**src/iacu_pkg.sv**
```systemverilog
package iacu_pkg;

   // ==========================================================
   // Register access
   // ==========================================================
   localparam logic [8:0] AUX_MODE_ADDR     = 9'h11b;  // Aux mode register offset
   localparam logic [2:0] SEL_AUX_COMMAND   = 3'h0;    // Bits 7-5: plain command
   localparam logic [2:0] SEL_COUNTER_DIV   = 3'h1;    // Bits 7-5: counter divisor
   localparam int         SEL_MSB           = 7;
   localparam int         SEL_LSB           = 5;
   localparam int         DATA_MSB          = 4;
   localparam int         VALUE_BIT         = 3;       // Command value bit
   localparam logic [7:0] READ_BACK_VALUE   = 8'h00;   // Hidden registers never read

   // ==========================================================
   // Auxiliary command codes (value bit masked out where paired)
   // ==========================================================
   localparam logic [4:0] CMD_LISTEN        = 5'h13;
   localparam logic [4:0] CMD_LISTEN_CONT   = 5'h1b;
   localparam logic [4:0] CMD_LOCAL_UNLISTEN = 5'h1c;
   localparam logic [4:0] CMD_EXEC_PPOLL    = 5'h1d;
   localparam logic [4:0] CMD_IFC_PAIR      = 5'h16;   // 10110 clear, 11110 set
   localparam logic [4:0] CMD_REN_PAIR      = 5'h17;   // 10111 clear, 11111 set
   localparam logic [4:0] CMD_DISABLE_SC    = 5'h14;
   localparam logic [4:0] PAIR_MASK         = 5'h17;   // Ignore the value bit

   // ==========================================================
   // Reset values and timing
   // ==========================================================
   localparam logic [4:0] COUNTER_DIV_RESET = 5'h08;
   localparam logic [3:0] DIV_ZERO_AS       = 4'hf;    // Divisor 0 behaves as 16
   localparam logic [7:0] T1_STD_TICKS      = 8'h10;   // Settling, normal transfers
   localparam logic [7:0] T1_FAST_TICKS     = 8'h04;   // Settling, high-speed data

endpackage

```
**src/iacu_aux_command_unit.sv**
```systemverilog
// What this block does
// - Listen-continuous command pulses ltn and enters continuous listen mode.
// - In continuous mode, pulse rdy on ANRS entry unless byte carried END.
// - END in continuous mode enters RFD holdoff and stops further rdy.
// - In continuous mode a received data byte does not set data-in flag.
// - Continuous mode ends on plain listen command or listener entering LIDS.
// - Code 11100 pulses the local unlisten message.
// - Code 11101 sets rpp; rpp clears on entering CPPS or CIDS.
// - Set/clear IFC commands assert rsc and drive IFC to value bit.
// - Set/clear REN commands assert rsc and drive REN to value bit.
// - Code 10100 clears rsc and the system controller bit.
// - Aux write: bits 7-5 pick hidden register, bits 4-0 are its data.
// - Hidden registers are write-only; reads never return their contents.
// - Set-only hidden bits reset only by chip reset, power-on or local reset.
// - Aux write with select 001 loads the counter divisor register.
// - Divisor bits 3-0 scale the counters timing state-change delays.
// - T1 settling delay before DAV, by transfer type and high-speed select.
module iacu_aux_command_unit
(
   // Clock and reset
   input  wire logic       REF_CLK_IN,
   input  wire logic       RST_N_IN,
   input  wire logic       LOCAL_MASTER_RESET_IN,
   // Host register port
   input  wire logic [8:0] REG_ADDR_IN,
   input  wire logic [7:0] REG_WDATA_IN,
   input  wire logic       REG_WR_STB_IN,
   input  wire logic       REG_RD_STB_IN,
   output logic      [7:0] REG_RDATA_OUT,
   // System controller configuration bit
   input  wire logic       SC_CFG_WR_IN,
   input  wire logic       SC_CFG_VALUE_IN,
   output logic            SC_BIT_OUT,
   // Interface core state events
   input  wire logic       ANRS_ENTER_IN,
   input  wire logic       END_RX_IN,
   input  wire logic       BYTE_RX_IN,
   input  wire logic       LIDS_ENTER_IN,
   input  wire logic       CPPS_ENTER_IN,
   input  wire logic       CIDS_ENTER_IN,
   input  wire logic       DATA_IN_CLEAR_IN,
   // Source settling inputs
   input  wire logic       BYTE_ON_DIO_IN,
   input  wire logic       XFER_IS_COMMAND_IN,
   input  wire logic       HS_TIMING_SEL_IN,
   // Local messages and status
   output logic            LTN_OUT,
   output logic            LUN_OUT,
   output logic            RDY_OUT,
   output logic            RPP_OUT,
   output logic            RSC_OUT,
   output logic            IFC_OUT,
   output logic            REN_OUT,
   output logic            CONT_MODE_OUT,
   output logic            RFD_HOLDOFF_OUT,
   output logic            DATA_IN_FLAG_OUT,
   output logic            DAV_ENABLE_OUT,
   output logic      [3:0] DIVISOR_OUT
);

   // ==========================================================
   // Helpers
   // ==========================================================
   // Paired set/clear commands share a code apart from the value bit
   function automatic logic is_pair(input logic [4:0] code, input logic [4:0] pair);
      is_pair = ((code & iacu_pkg::PAIR_MASK) == pair);
   endfunction

   // ==========================================================
   // State
   // ==========================================================
   logic [7:0] rdata_r,    rdata_nxt;
   logic       sc_r,       sc_nxt;
   logic       ltn_r,      ltn_nxt;
   logic       lun_r,      lun_nxt;
   logic       rdy_r,      rdy_nxt;
   logic       rpp_r,      rpp_nxt;
   logic       rsc_r,      rsc_nxt;
   logic       ifc_r,      ifc_nxt;
   logic       ren_r,      ren_nxt;
   logic       cont_r,     cont_nxt;
   logic       holdoff_r,  holdoff_nxt;
   logic       din_r,      din_nxt;
   logic [4:0] cdiv_r,     cdiv_nxt;
   logic [3:0] pre_r,      pre_nxt;
   logic [7:0] t1_r,       t1_nxt;
   logic       dav_r,      dav_nxt;
   logic       aux_wr;
   logic       cmd_wr;
   logic [4:0] code;
   logic       val;
   logic       tick;
   logic [3:0] div_limit;
   logic [7:0] t1_need;
   // Decode of the aux mode register write
   assign aux_wr = REG_WR_STB_IN && (REG_ADDR_IN == iacu_pkg::AUX_MODE_ADDR);
   assign code   = REG_WDATA_IN[iacu_pkg::DATA_MSB:0];
   assign val    = REG_WDATA_IN[iacu_pkg::VALUE_BIT];
   assign cmd_wr = aux_wr && (REG_WDATA_IN[iacu_pkg::SEL_MSB:iacu_pkg::SEL_LSB] == iacu_pkg::SEL_AUX_COMMAND);
   // Prescaler tick every divisor cycles, zero counting as 16; the compare is >= so that a
   // count left above a newly lowered limit ticks at once rather than wrapping through 16
   assign div_limit = (cdiv_r[3:0] == 4'h0) ? iacu_pkg::DIV_ZERO_AS : 4'(cdiv_r[3:0] - 4'h1);
   assign tick      = (pre_r >= div_limit);

   // Commands always settle with the long delay; data may use the short one
   assign t1_need = (HS_TIMING_SEL_IN && !XFER_IS_COMMAND_IN) ?
                    iacu_pkg::T1_FAST_TICKS : iacu_pkg::T1_STD_TICKS;

   // ==========================================================
   // Next-state logic
   // ==========================================================
   always_comb
   begin
      rdata_nxt   = iacu_pkg::READ_BACK_VALUE;
      sc_nxt      = sc_r;
      ltn_nxt     = 1'b0;
      lun_nxt     = 1'b0;
      rdy_nxt     = 1'b0;
      rpp_nxt     = rpp_r;
      rsc_nxt     = rsc_r;
      ifc_nxt     = ifc_r;
      ren_nxt     = ren_r;
      cont_nxt    = cont_r;
      holdoff_nxt = holdoff_r;
      din_nxt     = din_r;
      cdiv_nxt    = cdiv_r;
      pre_nxt     = tick ? 4'h0 : 4'(pre_r + 4'h1);
      t1_nxt      = t1_r;
      dav_nxt     = dav_r;

      // Reads of the aux address show nothing of the hidden registers
      if (REG_RD_STB_IN)
         rdata_nxt = iacu_pkg::READ_BACK_VALUE;

      // Configuration write of the system controller bit
      if (SC_CFG_WR_IN)
         sc_nxt = SC_CFG_VALUE_IN;
      // Listener core events in continuous mode; CPPS or CIDS entry clears rpp
      if (cont_r && ANRS_ENTER_IN && !holdoff_r)
      begin
         if (END_RX_IN)
            holdoff_nxt = 1'b1;
         else
            rdy_nxt = 1'b1;
      end
      if (LIDS_ENTER_IN)
      begin
         cont_nxt    = 1'b0;
         holdoff_nxt = 1'b0;
      end
      if (CPPS_ENTER_IN || CIDS_ENTER_IN)
         rpp_nxt = 1'b0;
      // Clear first so that a byte in the same cycle still sets the flag
      if (DATA_IN_CLEAR_IN)
         din_nxt = 1'b0;
      if (BYTE_RX_IN && !cont_r)
         din_nxt = 1'b1;
      // Auxiliary commands; other codes belong to other units and are ignored here
      if (cmd_wr)
      begin
         if (code == iacu_pkg::CMD_LISTEN)
         begin
            ltn_nxt     = 1'b1;
            cont_nxt    = 1'b0;
            holdoff_nxt = 1'b0;
         end
         else if (code == iacu_pkg::CMD_LISTEN_CONT)
         begin
            ltn_nxt     = 1'b1;
            cont_nxt    = 1'b1;
            holdoff_nxt = 1'b0;
         end
         else if (code == iacu_pkg::CMD_LOCAL_UNLISTEN)
            lun_nxt = 1'b1;
         else if (code == iacu_pkg::CMD_EXEC_PPOLL)
            rpp_nxt = 1'b1;
         else if (is_pair(code, iacu_pkg::CMD_IFC_PAIR))
         begin
            rsc_nxt = 1'b1;
            ifc_nxt = val;
         end
         else if (is_pair(code, iacu_pkg::CMD_REN_PAIR))
         begin
            rsc_nxt = 1'b1;
            ren_nxt = val;
         end
         else if (code == iacu_pkg::CMD_DISABLE_SC)
         begin
            rsc_nxt = 1'b0;
            sc_nxt  = 1'b0;
         end
      end
      // Hidden register load; bit 4 is kept as written, the host keeps it zero
      if (aux_wr && (REG_WDATA_IN[iacu_pkg::SEL_MSB:iacu_pkg::SEL_LSB] == iacu_pkg::SEL_COUNTER_DIV))
         cdiv_nxt = code;
      // T1 settling: count ticks while a byte sits on DIO, then allow DAV
      if (!BYTE_ON_DIO_IN)
      begin
         t1_nxt  = 8'h00;
         dav_nxt = 1'b0;
      end
      else if (!dav_r && tick)
      begin
         t1_nxt = 8'(t1_r + 8'h01);
         if (8'(t1_r + 8'h01) >= t1_need)
            dav_nxt = 1'b1;
      end

      // Local master reset returns everything, the divisor included
      if (LOCAL_MASTER_RESET_IN)
      begin
         sc_nxt      = 1'b0;
         rpp_nxt     = 1'b0;
         rsc_nxt     = 1'b0;
         ifc_nxt     = 1'b0;
         ren_nxt     = 1'b0;
         cont_nxt    = 1'b0;
         holdoff_nxt = 1'b0;
         din_nxt     = 1'b0;
         ltn_nxt     = 1'b0;
         lun_nxt     = 1'b0;
         rdy_nxt     = 1'b0;
         cdiv_nxt    = iacu_pkg::COUNTER_DIV_RESET;
         pre_nxt     = 4'h0;
         t1_nxt      = 8'h00;
         dav_nxt     = 1'b0;
      end
   end

   // ==========================================================
   // Registers
   // ==========================================================
   always_ff @(posedge REF_CLK_IN or negedge RST_N_IN)
   begin
      if (!RST_N_IN)
      begin
         rdata_r   <= iacu_pkg::READ_BACK_VALUE;
         sc_r      <= 1'b0;
         ltn_r     <= 1'b0;
         lun_r     <= 1'b0;
         rdy_r     <= 1'b0;
         rpp_r     <= 1'b0;
         rsc_r     <= 1'b0;
         ifc_r     <= 1'b0;
         ren_r     <= 1'b0;
         cont_r    <= 1'b0;
         holdoff_r <= 1'b0;
         din_r     <= 1'b0;
         cdiv_r    <= iacu_pkg::COUNTER_DIV_RESET;
         pre_r     <= 4'h0;
         t1_r      <= 8'h00;
         dav_r     <= 1'b0;
      end
      else
      begin
         rdata_r   <= rdata_nxt;
         sc_r      <= sc_nxt;
         ltn_r     <= ltn_nxt;
         lun_r     <= lun_nxt;
         rdy_r     <= rdy_nxt;
         rpp_r     <= rpp_nxt;
         rsc_r     <= rsc_nxt;
         ifc_r     <= ifc_nxt;
         ren_r     <= ren_nxt;
         cont_r    <= cont_nxt;
         holdoff_r <= holdoff_nxt;
         din_r     <= din_nxt;
         cdiv_r    <= cdiv_nxt;
         pre_r     <= pre_nxt;
         t1_r      <= t1_nxt;
         dav_r     <= dav_nxt;
      end
   end

   // ==========================================================
   // Outputs, all straight from flip-flops
   // ==========================================================
   assign REG_RDATA_OUT    = rdata_r;
   assign SC_BIT_OUT       = sc_r;
   assign LTN_OUT          = ltn_r;
   assign LUN_OUT          = lun_r;
   assign RDY_OUT          = rdy_r;
   assign RPP_OUT          = rpp_r;
   assign RSC_OUT          = rsc_r;
   assign IFC_OUT          = ifc_r;
   assign REN_OUT          = ren_r;
   assign CONT_MODE_OUT    = cont_r;
   assign RFD_HOLDOFF_OUT  = holdoff_r;
   assign DATA_IN_FLAG_OUT = din_r;
   assign DAV_ENABLE_OUT   = dav_r;
   assign DIVISOR_OUT      = cdiv_r[3:0];

endmodule

```
**config.mk**
```make
export PLATFORM = sky130hd
export DESIGN_NAME = iacu_aux_command_unit
export DESIGN_NICKNAME = d
export VERILOG_FILES = /design/src/iacu_pkg.sv /design/src/iacu_aux_command_unit.sv
export SDC_FILE = /design/constraint.sdc
export NUM_CORES = 1
export LEC_CHECK = 0
export BUFFER_PORTS_ARGS = -buffer_cell sky130_fd_sc_hd__clkbuf_2
export CORE_ASPECT_RATIO = 1.4
export CORE_UTILIZATION = 50
export CTS_CLUSTER_SIZE = 28
export DETAILED_ROUTE_END_ITERATION = 16
export PLACE_DENSITY_LB_ADDON = 0.2
export SLEW_MARGIN = 5
export SYNTH_ARGS = -nofsm -noshare
export SYNTH_HDL_FRONTEND = slang
export SYNTH_SLANG_ARGS = --single-unit
```
**constraint.sdc**
```tcl
create_clock -name REF_CLK_IN -period 5.35 [get_ports REF_CLK_IN]
set_input_delay 1.605 -clock REF_CLK_IN [delete_from_list [all_inputs] [get_ports REF_CLK_IN]]
set_output_delay 1.605 -clock REF_CLK_IN [all_outputs]
set_load 0.03 [all_outputs]
```
# Word-level counts from Yosys, hierarchy flattened
# Index checks and enable logic that the tools add are counted.
[word_totals]
output_inout_bits = 24
inputBits = 34
reg_bits = 28
[op_classes]
reduce_logical = 25
add_sub_neg = 3
eq_ne = 16
magnitude_cmp = 2
n_mux = 81
[ops]
columns = ["operator", "count"]
rows = [
  ["1-bit 2-to-1 mux", 72],
  ["5-bit equality test, second input constant", 5],
  ["8-bit 2-to-1 mux", 3],
  ["4-bit 2-to-1 mux", 5],
  ["6-bit AND reduction", 2],
  ["2-bit != test, second input constant", 5],
  ["9-bit equality test, second input constant", 1],
  ["8-bit by 1-bit adder with 8-bit output, second input constant", 1],
  ["4-bit equality test, second input constant", 2],
  ["8-bit by 5-bit greater-or-equal comparator with 1-bit output", 1],
  ["1-bit logical AND", 8],
  ["2-bit nonzero test", 4],
  ["7-bit AND reduction", 1],
  ["3-bit by 2-bit != test with 1-bit output, second input constant", 2],
  ["5-bit 2-to-1 mux", 1],
  ["4-bit by 1-bit adder with 4-bit output, second input constant", 1],
  ["4-bit greater-or-equal comparator", 1],
  ["1-bit zero test", 4],
  ["4-bit zero test", 1],
  ["4-bit nonzero test", 1],
  ["4-bit by 1-bit subtractor with 4-bit output, second input constant", 1],
  ["3-bit by 1-bit equality test with 1-bit output, second input constant", 1],
  ["3-bit zero test", 1],
  ["3-bit nonzero test", 1],
  ["2 further kinds", 2],
]

# Depth between registers and ports, before layout
[logic_depth]
word_depth = 10
ltp_mapped = 11
depth_no_buf = 10

# Worst setup path before layout
# Ideal clock, no wire load.
[synth_path]
kind = "in2reg"
startpoint = "input REG_ADDR_IN[5]"
endpoint = "register cont_r, in the netlist CONT_MODE_OUT"
setup_slack_ns = 2.357
cell_stages = 5
t_required_ns = 5.233
setup_time_ns = 0.117
t_arrival_ns = 2.876
path_cell_list = "or4b_4 or3_4 nor3_4 or3b_2 a21oi_2"
[synth_between]
elab_chain_len = 5
[synth_lines]
columns = ["item", "line", "source"]
rows = [
  ["start, declared", "iacu_aux_command_unit.sv:25", "input wire logic [8:0] REG_ADDR_IN,"],
  ["9-bit equality test", "iacu_aux_command_unit.sv:96", "assign aux_wr = REG_WR_STB_IN && (REG_ADDR_IN == iacu_pkg::AUX_MODE_ADDR);"],
  ["1-bit logical AND", "iacu_aux_command_unit.sv:96", ""],
  ["1-bit logical AND", "iacu_aux_command_unit.sv:99", "assign cmd_wr = aux_wr && (REG_WDATA_IN[iacu_pkg::SEL_MSB:iacu_pkg::SEL_LSB] == iacu_pkg::SEL_AUX_COMMAND);"],
  ["1-bit 2-to-1 mux", "iacu_aux_command_unit.sv:159", "if (cmd_wr)"],
  ["1-bit 2-to-1 mux", "iacu_aux_command_unit.sv:210", "if (LOCAL_MASTER_RESET_IN)"],
  ["via cont_nxt", "iacu_aux_command_unit.sv:81", "logic cont_r, cont_nxt;"],
  ["end signal, assigned", "iacu_aux_command_unit.sv:265", "cont_r <= cont_nxt;"],
  ["end, declared", "iacu_aux_command_unit.sv:81", ""],
]
# The timed path passes the listed nets, and every way through them passes these cells.
# A chain may end at the register's enable or synchronous reset.

# Worst setup path in the final report
[layout_path]
startpoint = "input REG_ADDR_IN[5]"
endpoint = "register rsc_r, in the netlist RSC_OUT"
[layout_between]
elab_chain_len = 5
[layout_lines]
columns = ["item", "line", "source"]
rows = [
  ["9-bit equality test", "iacu_aux_command_unit.sv:96", ""],
  ["1-bit logical AND", "iacu_aux_command_unit.sv:96", ""],
  ["1-bit logical AND", "iacu_aux_command_unit.sv:99", ""],
  ["2-bit nonzero test (no line)", "-", ""],
  ["6-bit AND reduction (no line)", "-", ""],
  ["end signal, assigned", "iacu_aux_command_unit.sv:262", "rsc_r <= rsc_nxt;"],
  ["end, declared", "iacu_aux_command_unit.sv:78", "logic rsc_r, rsc_nxt;"],
]
# Every way passes these cells.

==> reports/results.txt <==
clk root buf: clkbuf_8
status: finished, final reports clean
# nets final: 262
Final Power: 393 uW
num rows: 24
part of the Yosys area used for sequential elements: 0.409
TritonCTS Buffers: 3
skew final: 3.00 ps
drt first pass iters: 4
layout cell share with drive strength beyond 1: 0.290
RePlAce Congestion: 0.799
Core Box Area: 0.00318 mm2
Starting Density: 0.540
EDFF count, synth: 0
Post-CTS Setup Inserts: 0
Max IR drop VDD: 0.148 mV
launching point of the worst reg2reg path: cdiv_r[0]$_DFFE_PN0P_
setup TNS: 0 ps
chip height: 71.4 um
fin crit period: 2890 ps
CP endpoint kind: register
share of the synthesized area in the top cell type: 0.393
die width: 51.5 um
warnings from Yosys: 0
DRC Markers: 0
WHS Endpoint: RDY_OUT$_DFF_PN0_
CTS tree: built
Mapped Area: 0.00172 mm2
dominant cell type by area after synthesis: dfrtp_1
clk buf depth: 2
I/O pins: 58
hpwl dp: 2.75 mm
Post-synth top flop: dfrtp_1
Cell variety after synth: 45
Worst EP required: 5490 ps
asr flop ratio synth: 1.00
cell at the slowest stage of the critical path: or4b_4
vias per cell: 5.59
critical path, cell by cell: clkbuf_2 > or4b_4 > nor4_4 > nand2b_1 > o21ai_0 > a21oi_1
Hold-fix buffers, CTS: 0
fmax: 347 MHz
ant diodes: 0
total global routing overflow: 0
Vias: 1431
worst-path fanout max: 5
P_leak: 0.000968 uW
Hold WC Path Type: reg2reg
Total Routing Usage GR: 0.201
R2R cell count: 10
Tcrit/Tclk final: 0.539
hold_sp: RFD_HOLDOFF_OUT$_DFF_PN0_
PwrDens: 197 mW/mm2
Resize count post-CTS: 0
Setup crit start kind: input port
max incr delay on CP: 560 ps
# port buffers: 48
Synth area leaders: dfrtp_1 39%, ha_1 7.3%, a21oi_1 4.1%, mux2i_1 3.5%, buf_4 3.5%
flop2flop setup slack: 2960 ps
# setup viols final: 0
WP data arrival: 3030 ps
final core utilization: 0.625
count leader, synth: dfrtp_1
final hold violations: 0
antenna-violating nets left: 0
first-pass GRT wire length: 5.64 mm
Worst Tran Pin Value: 682 ps
DIE AREA: 0.00368 mm2
vias in the first global route: 1403
CTS Sinks: 28
multi-input logic area: 930 um2
hold depth: 1
mean area per synthesized cell: 9.99 um2
Slew Viols, Final: 0
RR Endpoint: t1_r[3]$_DFFE_PN0P_
relative slew slack: 0.545
initial antenna violation count: 0
Area Growth Syn to Fin: 15.9%
DR WL/cell: 13.5 um
largest net degree at the start of global routing: 29
Filler Cells Inserted: 308
commonest cells in the netlist: 27 x dfrtp_1, 14 x a21oi_1, 10 x ha_1
cells after synthesis: 172
WS Path Type: in2reg
max-cap violations: 0
Yosys reg bits: 28
initial DRC count: 22
drt total wl: 3.45 mm
# H-tree levels: 1
clock slew at reported path FFs: 90 ps
Register Area: 702 um2
RSZ-0062 raised after global routing: no
Clock Latency Late Sink: 270 ps
-- layer usage --
metal / global-route usage / vias to the layer above / part of all wire
met1: 0.198 / 690 / 0.39
met2: 0.403 / 37 / 0.56
li1: - / 702 / -
met5: 0 / - / 0
met4: 0.0661 / 0 / 0.0055
met3: 0.0340 / 2 / 0.043
-- cell type report --
type,count,area share
well taps,39,0.0245
multi-input cells,133,0.467
clock buffers,4,0.0277
flip-flops and latches,28,0.353
repair buffers,48,0.121
inverters,4,0.00754
-- worst max-delay path: cells and delay by family --
kind                   cells  cell delay (ps)
and+or+nand+nor            3             1090
AOI/OAI and AO/OA          2              250
buffers and inverters      1               80
-- sequential cells by signal, indices dropped and copies added (netlist names) --
signal / cells
CONT_MODE_OUT: 1
DATA_IN_FLAG_OUT: 1
DAV_ENABLE_OUT: 1
IFC_OUT: 1
LTN_OUT: 1
LUN_OUT: 1
RDY_OUT: 1
REN_OUT: 1
RFD_HOLDOFF_OUT: 1
RPP_OUT: 1
RSC_OUT: 1
SC_BIT_OUT: 1
cdiv_r: 4
pre_r: 4
t1_r: 8
-- cell families (layout without fill, tap and decap cells) --
kind of cell               Yosys count  in the layout  synth area share
buffers and inverters               18             56            0.0655
muxes                                6              6            0.0350
adders and majority gates           10             10            0.0728
xor gates and xnor gates             8              8            0.0408
AOI/OAI and AO/OA                   34             34             0.119
and+or+nand+nor                     67             67             0.256
DFF                                 28             28             0.409
other                                1              8           0.00218
-- worst max-delay path by stage --
stage	cells past startpoint	to	slack, ps	start
after floorplan	5	CONT_MODE_OUT$_DFF_PN0_	2360	REG_ADDR_IN[5]
after global placement	6	RSC_OUT$_DFFE_PN0P_	2220	REG_ADDR_IN[5]
after detailed placement	6	RSC_OUT$_DFFE_PN0P_	2190	REG_ADDR_IN[5]
after CTS	6	CONT_MODE_OUT$_DFF_PN0_	2480	REG_ADDR_IN[5]
after global routing	6	RSC_OUT$_DFFE_PN0P_	2430	REG_ADDR_IN[5]
final	6	RSC_OUT$_DFFE_PN0P_	2460	REG_ADDR_IN[5]
-- power breakdown --
| group | internal [uW] | leakage, uW | switching (uW) |
|---|---|---|---|
| Sequential | 215 | 0.000383 | 2.93 |
| Combinational | 17.1 | 0.000556 | 30.1 |
| Clock | 65.8 | 0.0000288 | 62.3 |
-- stage by stage --
step / setup WS (ps) / instance area [um2] / std cells / hold WS (ps)
2_1_floorplan: 2360 / 1740 / 179 / 457
3_3_place_gp: 2220 / 1940 / 252 / 458
3_5_place_dp: 2190 / 1940 / 252 / 474
4_1_cts: 2480 / 1990 / 256 / 482
5_1_grt: 2430 / 1990 / 256 / 520
6_report: 2460 / 1990 / 256 / 481
-- layout by cell type (no fill, tap or decap), types with 2 or more instances in the layout --
cell,instances
nand3_1,5
nand2b_1,7
clkbuf_2,48
nand3b_1,3
o21ai_0,8
nand2_1,8
a211oi_1,2
conb_1,8
mux2i_1,6
ha_1,10
clkbuf_8,4
nand4_1,2
xor2_1,3
xnor2_1,5
inv_1,4
nor2_1,7
nor3_1,8
or4_1,4
a21oi_1,14
o31ai_1,4
nand4b_1,3
or3_1,4
nor4_1,3
nor2b_1,2
dfrtp_1,27
(Power assumes the default switching activity.)
